### src/logic/cdrmc_pkg.sv
// ********************************************************************
// Shared constants and types of the clock recovery mode control.
// ********************************************************************
package cdrmc_pkg;

    // ****************************************************************
    // Frequencies, in kHz.
    // ****************************************************************
    // System clock rate of the control logic.
    localparam int unsigned SYS_CLK_KHZ = 10000;
    // Reference clock rate supplied by the system.
    localparam int unsigned REF_CLK_KHZ = 19440;
    // Output clock rate with the high line rate selected.
    localparam int unsigned OUT_HIGH_KHZ = 622080;
    // Output clock rate with the low line rate selected.
    localparam int unsigned OUT_LOW_KHZ = 155520;
    // Loop divide ratios derived from the rates above.
    localparam logic [5:0] RATIO_HIGH = 6'(OUT_HIGH_KHZ / REF_CLK_KHZ);
    localparam logic [5:0] RATIO_LOW = 6'(OUT_LOW_KHZ / REF_CLK_KHZ);

    // ****************************************************************
    // Frequency monitor.
    // ****************************************************************
    // Largest permitted deviation, in parts per million.
    localparam int unsigned PPM_LIMIT = 500;
    // Scale of a ppm figure.
    localparam int unsigned PPM_SCALE = 1000000;
    // Reference edges per measurement window.
    localparam int unsigned WINDOW_REFS_DEFAULT = 2000;
    // Width of the monitor counters.
    localparam int unsigned CNT_W = 20;

    // ****************************************************************
    // Register map and reset values.
    // ****************************************************************
    localparam int unsigned AXI_ADDR_W = 8;
    localparam logic [7:0] ADDR_CTRL = 8'h00;
    localparam logic [7:0] ADDR_STATUS = 8'h04;
    localparam logic [7:0] ADDR_IRQ_STATUS = 8'h08;
    localparam logic [7:0] ADDR_IRQ_MASK = 8'h0c;
    localparam logic [7:0] ADDR_FREQ_COUNT = 8'h10;
    // Decoded register indices.
    localparam logic [2:0] IDX_CTRL = 3'h0;
    localparam logic [2:0] IDX_STATUS = 3'h1;
    localparam logic [2:0] IDX_IRQ_STATUS = 3'h2;
    localparam logic [2:0] IDX_IRQ_MASK = 3'h3;
    localparam logic [2:0] IDX_FREQ_COUNT = 3'h4;
    localparam logic [2:0] IDX_NONE = 3'h7;
    // Control bit that forces the loop onto the reference.
    localparam int unsigned CTRL_FORCE_REF = 0;
    localparam logic CTRL_RST = 1'h0;
    // Interrupt bit positions and reset values.
    localparam int unsigned IRQ_W = 4;
    localparam int unsigned IRQ_LOS = 0;
    localparam int unsigned IRQ_LOCK_LOST = 1;
    localparam int unsigned IRQ_LOCK_GAIN = 2;
    localparam int unsigned IRQ_ILLEGAL = 3;
    localparam logic [3:0] IRQ_STATUS_RST = 4'h0;
    localparam logic [3:0] IRQ_MASK_RST = 4'h0;
    // AXI response codes.
    localparam logic [1:0] RESP_OKAY = 2'h0;
    localparam logic [1:0] RESP_SLVERR = 2'h2;

    // ****************************************************************
    // Types.
    // ****************************************************************
    // Operating mode of the output path.
    typedef enum logic [1:0] {
        MODE_NORMAL = 2'b00,
        MODE_LOS = 2'b01,
        MODE_BYPASS = 2'b10
    } cdrmc_mode_t;

    // Pin inputs from the receiver, the loop and the control straps.
    typedef struct packed {
        logic bypass;
        logic force_reference_lock_n;
        logic signal_present_in;
        logic rate_select_high;
        logic pll_clock_in;
        logic ref_clock_in;
        logic line_data_in;
    } cdrmc_pins_t;

    // Differential clock and data outputs toward the framer.
    typedef struct packed {
        logic clock_out;
        logic clock_out_complement;
        logic data_out;
        logic data_out_complement;
    } cdrmc_line_out_t;

endpackage

### src/logic/cdrmc_freq_monitor.sv
`timescale 1ns/10ps
// ********************************************************************
// Oscillator versus reference frequency monitor.
// ********************************************************************
module cdrmc_freq_monitor
    import cdrmc_pkg::*;
#(
    parameter int unsigned WINDOW_REFS = WINDOW_REFS_DEFAULT
) (
    // Clock and reset.
    input wire logic aclk,
    input wire logic aresetn,
    // Edge ticks and rate.
    input wire logic ref_tick,
    input wire logic osc_tick,
    input wire logic rate_high,
    // Results.
    output logic freq_ok,
    output logic [CNT_W-1:0] measured
);

    // State of the monitor.
    typedef struct packed {
        logic [CNT_W-1:0] ref_cnt;
        logic [CNT_W-1:0] osc_cnt;
        logic [CNT_W-1:0] measured;
        logic freq_ok;
    } cdrmc_mon_state_t;

    // Reset value: not within tolerance until a window has been measured.
    localparam cdrmc_mon_state_t MON_RST = '{default: '0};

    cdrmc_mon_state_t m_q; // Registered state.
    cdrmc_mon_state_t m_d; // Next state.

    // ****************************************************************
    // Counting and comparison.
    // ****************************************************************
    // Count oscillator edges over a fixed count of reference edges, then
    // compare against the expected count with a 500 ppm tolerance.
    always_comb begin
        logic [CNT_W-1:0] expect_cnt;
        logic [CNT_W-1:0] tol_cnt;
        logic [CNT_W-1:0] osc_now;
        logic [CNT_W-1:0] diff;
        expect_cnt = CNT_W'(WINDOW_REFS * (rate_high ? RATIO_HIGH : RATIO_LOW));
        tol_cnt = CNT_W'((64'(expect_cnt) * PPM_LIMIT) / PPM_SCALE);
        osc_now = m_q.osc_cnt + CNT_W'(osc_tick);
        diff = (osc_now > expect_cnt) ? osc_now - expect_cnt : expect_cnt - osc_now;
        m_d = m_q;
        // Saturate rather than wrap so a runaway oscillator stays out of range.
        if (&m_q.osc_cnt) begin
            osc_now = m_q.osc_cnt;
        end
        m_d.osc_cnt = osc_now;
        if (ref_tick) begin
            if (m_q.ref_cnt == CNT_W'(WINDOW_REFS - 1)) begin
                // Window closes: latch the count and judge it.
                m_d.measured = osc_now;
                m_d.freq_ok = (diff <= tol_cnt);
                m_d.ref_cnt = '0;
                m_d.osc_cnt = '0;
            end else begin
                m_d.ref_cnt = m_q.ref_cnt + CNT_W'(1);
            end
        end
    end

    // State register.
    always_ff @(posedge aclk) begin
        if (!aresetn) begin
            m_q <= MON_RST;
        end else begin
            m_q <= m_d;
        end
    end

    assign freq_ok = m_q.freq_ok;
    assign measured = m_q.measured;

endmodule

### src/logic/cdrmc_top.sv
`timescale 1ns/10ps
// ********************************************************************
// Mode and status control of the line clock and data recovery unit.
// ********************************************************************

// Behaviour
// Output clock rate follows rate select input.
// System supplies the fixed reference clock.
// Loss of signal when forcing inputs low.
// Loss of signal mutes data low, complement high.
// Loss of signal keeps loop clock near reference.
// Loop tracks reference without data or forced.
// Lock low when frequency off by 500ppm.
// Lock low when forced onto the reference.
// Lock high only when locked to data.
// Normal mode passes loop clock, retimed data.
// Bypass presents inverted reference clock output.
// Bypass never high with rate select low.
// Bypass stays low outside factory test.
module cdrmc_top
    import cdrmc_pkg::*;
#(
    parameter int unsigned WINDOW_REFS = WINDOW_REFS_DEFAULT
) (
    // Clock and reset.
    input wire logic aclk,
    input wire logic aresetn,
    // Pins from receiver, loop and straps.
    input cdrmc_pins_t pins,
    // Line outputs and loop control.
    output cdrmc_line_out_t line_out,
    output logic lock_indicator_pin,
    output logic loop_track_ref,
    output logic [5:0] loop_divide_ratio,
    // Interrupt.
    output logic irq,
    // AXI4-Lite write address channel.
    input wire logic awvalid,
    output logic awready,
    input wire logic [AXI_ADDR_W-1:0] awaddr,
    // AXI4-Lite write data channel.
    input wire logic wvalid,
    output logic wready,
    input wire logic [31:0] wdata,
    input wire logic [3:0] wstrb,
    // AXI4-Lite write response channel.
    output logic bvalid,
    input wire logic bready,
    output logic [1:0] bresp,
    // AXI4-Lite read address channel.
    input wire logic arvalid,
    output logic arready,
    input wire logic [AXI_ADDR_W-1:0] araddr,
    // AXI4-Lite read data channel.
    output logic rvalid,
    input wire logic rready,
    output logic [31:0] rdata,
    output logic [1:0] rresp
);

    // ****************************************************************
    // State of the block.
    // ****************************************************************
    typedef struct packed {
        cdrmc_pins_t sync1;          // First synchroniser stage.
        cdrmc_pins_t sync2;          // Second synchroniser stage.
        cdrmc_pins_t prev;           // Delayed copy for edge detection.
        cdrmc_mode_t mode;           // Current output mode.
        cdrmc_line_out_t line;       // Registered line outputs.
        logic lock;                  // Lock indicator.
        logic track_ref;             // Loop forced onto the reference.
        logic [5:0] ratio;           // Loop divide ratio.
        logic ctrl_force_ref;        // Software forcing control.
        logic [IRQ_W-1:0] irq_status; // Sticky events.
        logic [IRQ_W-1:0] irq_mask;  // Interrupt enables.
        logic aw_have;               // Write address held.
        logic [AXI_ADDR_W-1:0] aw_addr;
        logic w_have;                // Write data held.
        logic [31:0] w_data;
        logic [3:0] w_strb;
        logic bvalid;
        logic [1:0] bresp;
        logic rvalid;
        logic [31:0] rdata;
        logic [1:0] rresp;
    } cdrmc_state_t;

    // Reset value; line outputs start in the muted pattern and the loop on the
    // reference, so the muted mode and its tracking flag agree from the first edge.
    localparam cdrmc_state_t STATE_RST = '{
        mode: MODE_LOS,
        line: '{clock_out: 1'b0, clock_out_complement: 1'b1,
                data_out: 1'b0, data_out_complement: 1'b1},
        ratio: RATIO_LOW,
        track_ref: 1'b1,
        ctrl_force_ref: CTRL_RST,
        irq_status: IRQ_STATUS_RST,
        irq_mask: IRQ_MASK_RST,
        bresp: RESP_OKAY,
        rresp: RESP_OKAY,
        default: '0
    };

    cdrmc_state_t s_q; // Registered state.
    cdrmc_state_t s_d; // Next state.
    logic freq_ok;     // Oscillator within tolerance of the reference.
    logic [CNT_W-1:0] freq_count; // Last measured oscillator count.
    logic ref_tick;    // Rising edge of the reference clock.
    logic osc_tick;    // Rising edge of the loop clock.

    // ****************************************************************
    // Address decoding, shared by reads and writes.
    // ****************************************************************
    function automatic logic [2:0] cdrmc_decode(input logic [AXI_ADDR_W-1:0] addr);
        if (addr == ADDR_CTRL) begin
            return IDX_CTRL;
        end else if (addr == ADDR_STATUS) begin
            return IDX_STATUS;
        end else if (addr == ADDR_IRQ_STATUS) begin
            return IDX_IRQ_STATUS;
        end else if (addr == ADDR_IRQ_MASK) begin
            return IDX_IRQ_MASK;
        end else if (addr == ADDR_FREQ_COUNT) begin
            return IDX_FREQ_COUNT;
        end else begin
            return IDX_NONE;
        end
    endfunction

    // Edges are taken from the second stage and its delayed copy only.
    assign ref_tick = s_q.sync2.ref_clock_in & ~s_q.prev.ref_clock_in;
    assign osc_tick = s_q.sync2.pll_clock_in & ~s_q.prev.pll_clock_in;

    // Frequency comparison of loop oscillator against reference.
    cdrmc_freq_monitor #(
        .WINDOW_REFS(WINDOW_REFS)
    ) u_mon (
        .aclk(aclk),
        .aresetn(aresetn),
        .ref_tick(ref_tick),
        .osc_tick(osc_tick),
        .rate_high(s_q.sync2.rate_select_high),
        .freq_ok(freq_ok),
        .measured(freq_count)
    );

    // ****************************************************************
    // Next-state logic.
    // ****************************************************************
    // Mode selection, output muxing, events and the register slave.
    always_comb begin
        cdrmc_pins_t p;
        logic bypass_eff;
        logic illegal;
        logic force_ref;
        logic clk_sel;
        logic data_sel;
        logic [IRQ_W-1:0] events;
        logic [IRQ_W-1:0] clear;
        logic [2:0] idx;
        p = s_q.sync2;
        bypass_eff = p.bypass & p.rate_select_high;
        illegal = p.bypass & ~p.rate_select_high;
        force_ref = ~p.signal_present_in | ~p.force_reference_lock_n | s_q.ctrl_force_ref;
        clear = '0;
        idx = IDX_NONE;
        clk_sel = 1'b0;
        data_sel = 1'b0;
        events = '0;
        s_d = s_q;
        // Two-stage synchronisers for every pin.
        s_d.sync1 = pins;
        s_d.sync2 = s_q.sync1;
        s_d.prev = s_q.sync2;
        // Bypass wins; the disallowed bypass setting is ignored and flagged.
        if (bypass_eff) begin
            s_d.mode = MODE_BYPASS;
        end else if (force_ref) begin
            s_d.mode = MODE_LOS;
        end else begin
            s_d.mode = MODE_NORMAL;
        end
        case (s_d.mode)
            MODE_NORMAL: begin
                clk_sel = p.pll_clock_in;
                data_sel = p.line_data_in;
            end
            MODE_LOS: begin
                clk_sel = p.pll_clock_in;
                data_sel = 1'b0;
            end
            default: begin
                clk_sel = ~p.ref_clock_in;
                data_sel = p.line_data_in;
            end
        endcase
        s_d.line = '{clock_out: clk_sel, clock_out_complement: ~clk_sel,
                     data_out: data_sel, data_out_complement: ~data_sel};
        s_d.track_ref = (s_d.mode == MODE_LOS);
        s_d.ratio = p.rate_select_high ? RATIO_HIGH : RATIO_LOW;
        // Lock only while tracking line data at the right frequency.
        s_d.lock = (s_d.mode == MODE_NORMAL) && freq_ok; // see see
        events[IRQ_LOS] = (s_d.mode == MODE_LOS) && (s_q.mode != MODE_LOS);
        events[IRQ_LOCK_LOST] = s_q.lock & ~s_d.lock;
        events[IRQ_LOCK_GAIN] = ~s_q.lock & s_d.lock;
        events[IRQ_ILLEGAL] = illegal;
        // Write response handshake completes.
        if (s_q.bvalid && bready) begin
            s_d.bvalid = 1'b0;
        end
        // Capture address and data independently, in either order.
        if (awvalid && awready) begin
            s_d.aw_have = 1'b1;
            s_d.aw_addr = awaddr;
        end
        if (wvalid && wready) begin
            s_d.w_have = 1'b1;
            s_d.w_data = wdata;
            s_d.w_strb = wstrb;
        end
        // Perform the write once both halves are held.
        if (s_q.aw_have && s_q.w_have && !s_q.bvalid) begin
            idx = cdrmc_decode(s_q.aw_addr);
            s_d.aw_have = 1'b0;
            s_d.w_have = 1'b0;
            s_d.bvalid = 1'b1;
            s_d.bresp = RESP_OKAY;
            if (idx == IDX_CTRL) begin
                if (s_q.w_strb[0]) begin
                    s_d.ctrl_force_ref = s_q.w_data[CTRL_FORCE_REF];
                end
            end else if (idx == IDX_IRQ_STATUS) begin
                if (s_q.w_strb[0]) begin
                    clear = s_q.w_data[IRQ_W-1:0];
                end
            end else if (idx == IDX_IRQ_MASK) begin
                if (s_q.w_strb[0]) begin
                    s_d.irq_mask = s_q.w_data[IRQ_W-1:0];
                end
            end else if (idx == IDX_NONE) begin
                s_d.bresp = RESP_SLVERR;
            end
        end
        // Sticky events; a new event wins over a clear in the same cycle.
        s_d.irq_status = (s_q.irq_status & ~clear) | events;
        // Read response handshake completes.
        if (s_q.rvalid && rready) begin
            s_d.rvalid = 1'b0;
        end
        // Accept a read and register its data.
        if (arvalid && arready) begin
            s_d.rvalid = 1'b1;
            s_d.rresp = RESP_OKAY;
            s_d.rdata = '0;
            if (cdrmc_decode(araddr) == IDX_CTRL) begin
                s_d.rdata[CTRL_FORCE_REF] = s_q.ctrl_force_ref;
            end else if (cdrmc_decode(araddr) == IDX_STATUS) begin
                s_d.rdata = {18'h0, s_q.ratio, 2'h0, illegal, freq_ok,
                             p.rate_select_high, s_q.mode == MODE_BYPASS,
                             s_q.lock, s_q.mode == MODE_LOS};
            end else if (cdrmc_decode(araddr) == IDX_IRQ_STATUS) begin
                s_d.rdata[IRQ_W-1:0] = s_q.irq_status;
            end else if (cdrmc_decode(araddr) == IDX_IRQ_MASK) begin
                s_d.rdata[IRQ_W-1:0] = s_q.irq_mask;
            end else if (cdrmc_decode(araddr) == IDX_FREQ_COUNT) begin
                s_d.rdata[CNT_W-1:0] = freq_count;
            end else begin
                s_d.rresp = RESP_SLVERR;
            end
        end
    end

    // State register with synchronous reset.
    always_ff @(posedge aclk) begin
        if (!aresetn) begin
            s_q <= STATE_RST;
        end else begin
            s_q <= s_d;
        end
    end

    // ****************************************************************
    // Outputs.
    // ****************************************************************
    assign line_out = s_q.line;
    assign lock_indicator_pin = s_q.lock;
    assign loop_track_ref = s_q.track_ref;
    assign loop_divide_ratio = s_q.ratio;
    assign irq = |(s_q.irq_status & s_q.irq_mask);
    assign awready = ~s_q.aw_have & ~s_q.bvalid;
    assign wready = ~s_q.w_have & ~s_q.bvalid;
    assign bvalid = s_q.bvalid;
    assign bresp = s_q.bresp;
    assign arready = ~s_q.rvalid;
    assign rvalid = s_q.rvalid;
    assign rdata = s_q.rdata;
    assign rresp = s_q.rresp;

    // Helper: the synchronised inputs demand the muted state.
    logic force_now;
    assign force_now = ~s_q.sync2.bypass & (~s_q.sync2.signal_present_in
                       | ~s_q.sync2.force_reference_lock_n);
endmodule

### config.mk
export PLATFORM = sky130hd
export DESIGN_NAME = cdrmc_top
export DESIGN_NICKNAME = d
export VERILOG_FILES = /design/src/logic/cdrmc_pkg.sv /design/src/logic/cdrmc_freq_monitor.sv /design/src/logic/cdrmc_top.sv
export SDC_FILE = /design/constraint.sdc
export NUM_CORES = 1
export LEC_CHECK = 0
export BUFFER_PORTS_ARGS = -buffer_cell sky130_fd_sc_hd__buf_2
export CORE_ASPECT_RATIO = 1.1
export CORE_MARGIN = 4
export CORE_UTILIZATION = 51
export CTS_CLUSTER_DIAMETER = 200
export DETAILED_ROUTE_END_ITERATION = 12
export GPL_TIMING_DRIVEN = 1
export PLACE_DENSITY = 0.75
export SLEW_MARGIN = 20
export SYNTH_ARGS = -nofsm -noshare
export SYNTH_HDL_FRONTEND = slang
export SYNTH_SLANG_ARGS = --single-unit
### constraint.sdc
create_clock -name aclk -period 6 [get_ports aclk]
set_input_delay 0.9 -clock aclk [delete_from_list [all_inputs] [get_ports aclk]]
set_output_delay 0.9 -clock aclk [all_outputs]
set_load 0.005 [all_outputs]
# Word level (Yosys, flattened, before mapping)
# Index checks and enable logic that the tools add are counted.
# op_classes
add_sub_neg	4
n_mul	2
n_div	1
n_lt_le_gt_ge	2
n_eq_ne	20
muxes	62
bitwise_logic	31
n_reduce_logical	24
# op_table
cell	n
two-way mux 20 bit	5
two-way mux 41 bit	2
two-way mux 3 bit	25
divider 29 x 20 -> 64 bit, second input constant	1
subtractor 20 bit	2
two-way mux 35 bit	1
== test 8 x 4 -> 1 bit, second input constant	4
multiplier 7 x 32 -> 16 bit, first input constant	1
two-way mux 16 bit	2
two-way mux 2 bit	12
two-way mux 4 bit	6
multiplier 16 x 7 -> 23 bit, second input constant	1
adder 20 x 1 -> 20 bit	1
adder 20 x 1 -> 20 bit, second input constant	1
== test 20 x 11 -> 1 bit, second input constant	1
> comparator 20 bit	1
less-or-equal comparator 20 bit	1
AND reduction 20 bit	1
two-way mux 19 bit	1
inverter 1 bit	17
== test 8 x 3 -> 1 bit, second input constant	2
== test 8 x 5 -> 1 bit, second input constant	2
zero test 8 bit	2
== test 3 x 2 -> 1 bit, second input constant	4
other kinds (22)	50
# word_totals
ff_bits	153
input_bits	66
out_inout_bits	54
wordCells	187

# Logic depth before layout (Yosys ltp)
# logic_depth
depth_word	32
mapped_depth	28
ltp_nobuf	26

# Hierarchy
# Synthesis repeated with hierarchy kept, for this count alone.
# hier_totals
cells_unflattened	820
hier_area_um2	6879.1
# by_module_without_submodules
mod	instances	cells_per_inst	area_per_inst_um2	seq_area_each_um2
cdrmc_freq_monitor	1	469	3777.4	1221.2
cdrmc_top	1	351	3101.7	1461.4

# Worst setup path before layout
# Ideal clock, no wire load.
# synth_timing
path_kind	reg2reg
startpoint	register s_q, in the netlist s_d[109]
endpoint	register u_mon.m_q, in the netlist u_mon.freq_ok
setup_ns	0.059
t_arrival_ns	5.495
required_ns	5.941
setup_slack_ns	0.447
path_stages_with_launch	29
path_buffers	2
synth_period_minus_slack_ns	5.553
path_cell_list	dfxtp_1 > nor2b_1 > ha_1 > ha_1 > and2_1 > nand2_1 > nor2_1 > xor2_1 > inv_1 > ha_1 > clkbuf_1 > nand2b_1 > or4_1 > and2_1 > nor4_1 > nand4b_2 > and2_1 > buf_2 > nor2_1 > xor2_1 > ha_1 > nand3_1 > o21ai_0 > nand4_1 > a2111oi_0 > o221ai_1 > or4b_1 > nor4_2 > a22o_1
# synth_between
elab_chain_len	5
word_cells_on_any_way	7
classes_between	add/sub (3); order compare (2); mux (1); bitwise (1)
# synth_lines
element	line	source
start: declaration	cdrmc_top.sv:104	cdrmc_state_t s_q;
start signal: assignment	cdrmc_top.sv:276	s_q <= STATE_RST;
start signal: assignment	cdrmc_top.sv:278	s_q <= s_d;
bitwise AND 1 bit *	cdrmc_top.sv:132	assign osc_tick = s_q.sync2.pll_clock_in & ~s_q.prev.pll_clock_in;
adder 20 x 1 -> 20 bit *	cdrmc_freq_monitor.sv:48	osc_now = m_q.osc_cnt + CNT_W'(osc_tick);
subtractor 20 bit or > comparator 20 bit (tied branches)	cdrmc_freq_monitor.sv:49	diff = (osc_now > expect_cnt) ? osc_now - expect_cnt : expect_cnt - osc_now;
two-way mux 20 bit *	cdrmc_freq_monitor.sv:49	
less-or-equal comparator 20 bit *	cdrmc_freq_monitor.sv:60	m_d.freq_ok = (diff <= tol_cnt);
end signal: assignment	cdrmc_freq_monitor.sv:74	m_q <= m_d;
end: declaration	cdrmc_freq_monitor.sv:33	cdrmc_mon_state_t m_q;
# Every way passes the cells marked *; elsewhere a longest branch is shown, timed or not.
# A chain may end at the register's enable or synchronous reset.

# Worst setup path in the final report
# Same ends and word-level chain as after synthesis.

==> reports/metrics.yaml <==
outcome: "complete, no violations"
htree_levels: 4
synthArstFlopShare: 0
ant_nets: 0
synth-edff-count: 0
post-route-period-util: 0.9375
final.setup.worst_slack_ns: 0.3750
p_sw_w: 0.0004946
synthXorXnorAreaFrac: 0.05354
routed-via-count: 5613
clk_path_buf_depth: 2
cts_buffers: 17
die_w_um: 116
irDropWorstVdd_mv: 0.3330
num_rows: 43
initial_core_util: 0.5198
antenna_found_initial: 0
drc: 0
crit_path_end_kind: "flop"
p_int_w: 0.001614
root_buffer: "clkbuf_16"
cts_tree: "built"
final_cell_area_mm2: 0.007592
tightestPinTransition_ns: 0.9280
grt.overflow.total: 0
post-route-min-period_ns: 5.625
clk_latency_ns: 0.41
synth_compound_area_frac: 0.1392
first_global_vias: 5078
fillers: 1132
final_util: 0.6031
p_seq_frac: 0.435
drt_iter0_drc: 566
drv_cap: 0
dp_slack_ns: 0.2097
finalWirelength_mm: 14.87
diodes: 0
die_h_um: 126.8
dieArea_mm2: 0.01471
fmax_mhz: 177.8
cp-start-kind: "flop"
critPathArrivalTime_ns: 5.99
synth_area_mm2: 0.006544
cp_max_fo: 4
synth_top_family_by_area: "simple AND/OR/NAND/NOR gates"
switching_share: 0.2346
grt_usage: 0.2036
critPathMaxStageDelay_ns: 0.53
finClkSkew_ns: 0.009456
placed_area_mm2: 0.006919
crit_path_top_delay_cell: "or4b_1"
ys_warn_count: 0
ctsHoldBuffers: 0
synth-simple-area-share: 0.2593
grt_pass1_wl_mm: 24.12
syn2layout_area_growth_pct: 16.02
pin_count: 120
grt_max_degree: 69
worstSetupPathType: "reg2reg"
power_frac_comb: 0.053
syn_area_per_cell_um2: 8.221
synthMuxAreaShare: 0.02467
power_density_mw_per_mm2: 277.7
num-nets-final: 935
avgRoutedWirePerCell_um: 14.51
synth_cells: 796
synth_cell_type_count: 61
cp.required_ns: 6.36
critPathMostFrequentCell: "ha_1"
ys_ff_latch: 134
ys_seq_area_frac: 0.4099
dp_hpwl_mm: 10.62
drive_gt1_frac: 0.1866
fin_hold_ws_ns: 0.4016
pwr-share-clk: 0.512
p_leak_nw: 3.146
clock-sinks: 134
setup_viol: 0
port_buffers: 70
synthFlopType: "dfxtp_1"
slew_violations: 0
hold_path_class: "reg2reg"
via_per_inst: 5.476
hold_violations: 0
path_clk_slew_ns: 0.06
synth_adder_area_share: 0.02677
dr.pass1.iters: 5
gp_congestion: 0.8792
core-area_mm2: 0.01259
slew_headroom: 0.3756
## cell families (layout without fill, tap and decap cells)
| logic type | count (synthesis) | after routing |
|---|---|---|
| AO/OA/AOI/OAI | 137 | 137 |
| XOR/XNOR | 40 | 40 |
| adder cells (fa/ha/maj) | 14 | 14 |
| buffers and inverters | 101 | 156 |
| flip-flops | 134 | 134 |
| multiplexers | 16 | 16 |
| other | 1 | 18 |
| AND/OR/NAND/NOR | 353 | 353 |
## per-stage QoR
step	cells	setup TNS, ns	total power [W]
3_5_place_dp	991	0	0.001045
3_3_place_gp	991	0	0.001043
6_report	1025	0	0.002109
2_1_floorplan	813	0	0.001017
5_1_grt	1025	-0.01598	0.002180
4_1_cts	1023	0	0.002119
## sequential cells by signal, summed over array words and instances, names as in the netlist
register and count:
rresp 1, u_mon.m_q 40, bvalid 1, s_q 28, s_d 14, u_mon.measured 20
loop_divide_ratio 2, rvalid 1, rdata 20, u_mon.freq_ok 1, bresp 1, lock_indicator_pin 1
line_out 4
## layout by cell type (no fill, tap or decap), types with 7 or more instances in the layout
master	n
dfxtp_1	134
nor2_1	125
nand2_1	75
buf_2	70
a21oi_1	49
nand3_1	41
buf_4	34
and2_1	26
xor2_1	23
a211oi_1	22
inv_1	19
o21ai_0	18
conb_1	18
xnor2_1	17
clkbuf_16	17
mux2i_1	15
ha_1	13
a22oi_1	12
nor3_1	11
and3_1	11
nand4_1	9
nor2b_1	9
or3_1	7
nand2b_1	7
## worst max-delay path: cells and delay by family (launching register included)
kind / cells / cell delay, ns
AO/OA/AOI/OAI: 4 / 0.87
AND/OR/NAND/NOR: 15 / 2.69
adder cells (fa/ha/maj): 4 / 0.96
flip-flops: 1 / 0.34
XOR/XNOR: 2 / 0.34
buffers and inverters: 3 / 0.39
## cell usage after synthesis (2+ instances only)
cell type | count | share of area
a2111oi_0 | 2 | 0.0027
a211oi_1 | 22 | 0.025
a21oi_1 | 49 | 0.037
a221oi_1 | 3 | 0.0040
a22o_1 | 5 | 0.0067
a22oi_1 | 12 | 0.014
a31oi_1 | 4 | 0.0038
a32oi_1 | 2 | 0.0027
and2_1 | 26 | 0.025
and3_1 | 11 | 0.011
and4_1 | 3 | 0.0040
buf_1 | 2 | 0.0011
buf_2 | 3 | 0.0023
buf_4 | 46 | 0.053
clkbuf_1 | 29 | 0.017
dfxtp_1 | 134 | 0.41
ha_1 | 14 | 0.027
inv_1 | 19 | 0.011
mux2i_1 | 15 | 0.023
nand2_1 | 76 | 0.044
nand2b_1 | 7 | 0.0067
nand3_1 | 41 | 0.031
nand4_1 | 9 | 0.0086
nor2_1 | 127 | 0.073
nor2b_1 | 10 | 0.0096
nor3_1 | 11 | 0.0084
nor4_1 | 8 | 0.0076
nor4_2 | 2 | 0.0038
o211a_1 | 2 | 0.0031
o211ai_1 | 3 | 0.0034
o21ai_0 | 20 | 0.015
o311ai_1 | 2 | 0.0027
or2_2 | 3 | 0.0029
or3_1 | 7 | 0.0067
or4_1 | 2 | 0.0023
or4b_1 | 2 | 0.0031
xnor2_1 | 17 | 0.023
xor2_1 | 23 | 0.031
## layout make-up
| class | instances | area (um^2) | share of cell area |
|---|---|---|---|
| clock buffer | 17 | 425.4 | 0.05603 |
| clock inverter | 15 | 191.4 | 0.02521 |
| inverter | 20 | 76.32 | 0.01005 |
| multi-input combinational | 578 | 3415 | 0.4497 |
| sequential | 134 | 2683 | 0.3533 |
| tap | 157 | 196.4 | 0.02587 |
| timing repair buffer | 104 | 605.6 | 0.07976 |
## power by group through the flow
| stage | registers (W) | logic [W] | clock network, W |
|---|---|---|---|
| after global routing | 0.000918 | 0.000126 | 0.00114 |
| after floorplan | 0.000934 | 0.0000835 | 0 |
| after CTS | 0.000917 | 0.000110 | 0.00109 |
| after global placement | 0.000935 | 0.000108 | 0 |
| final | 0.000917 | 0.000112 | 0.00108 |
| after detailed placement | 0.000936 | 0.000109 | 0 |
## routing by layer
| metal | GRT usage | vias up | wire [um] |
|---|---|---|---|
| met4 | 0.06826 | 0 | 233 |
| met5 | 0 | - | 0 |
| met3 | 0.04055 | 16 | 840 |
| met2 | 0.3393 | 168 | 7146 |
| li1 | - | 2805 | - |
| met1 | 0.2625 | 2624 | 6648 |
## timing repair
item | in CTS | in global routing
setup endpoints to repair | 0 | 1
endpoints found under the hold margin | 0 | 0
resized for setup | 0 | 9
buffers inserted | 0 | 2
## final timing paths
| kind | from | end | slack (ns) | depth (start not counted) |
|---|---|---|---|---|
| worst min-delay path | s_d[107] | line_out[0] | 0.40 | 1 |
| worst max register to register | s_d[109] | u_mon.freq_ok | 0.38 | 28 |
| worst max-delay path | s_d[109] | u_mon.freq_ok | 0.38 | 28 |
| worst min register to register | s_d[107] | line_out[0] | 0.40 | 1 |
No activity file was read; power rests on OpenSTA's default activity.
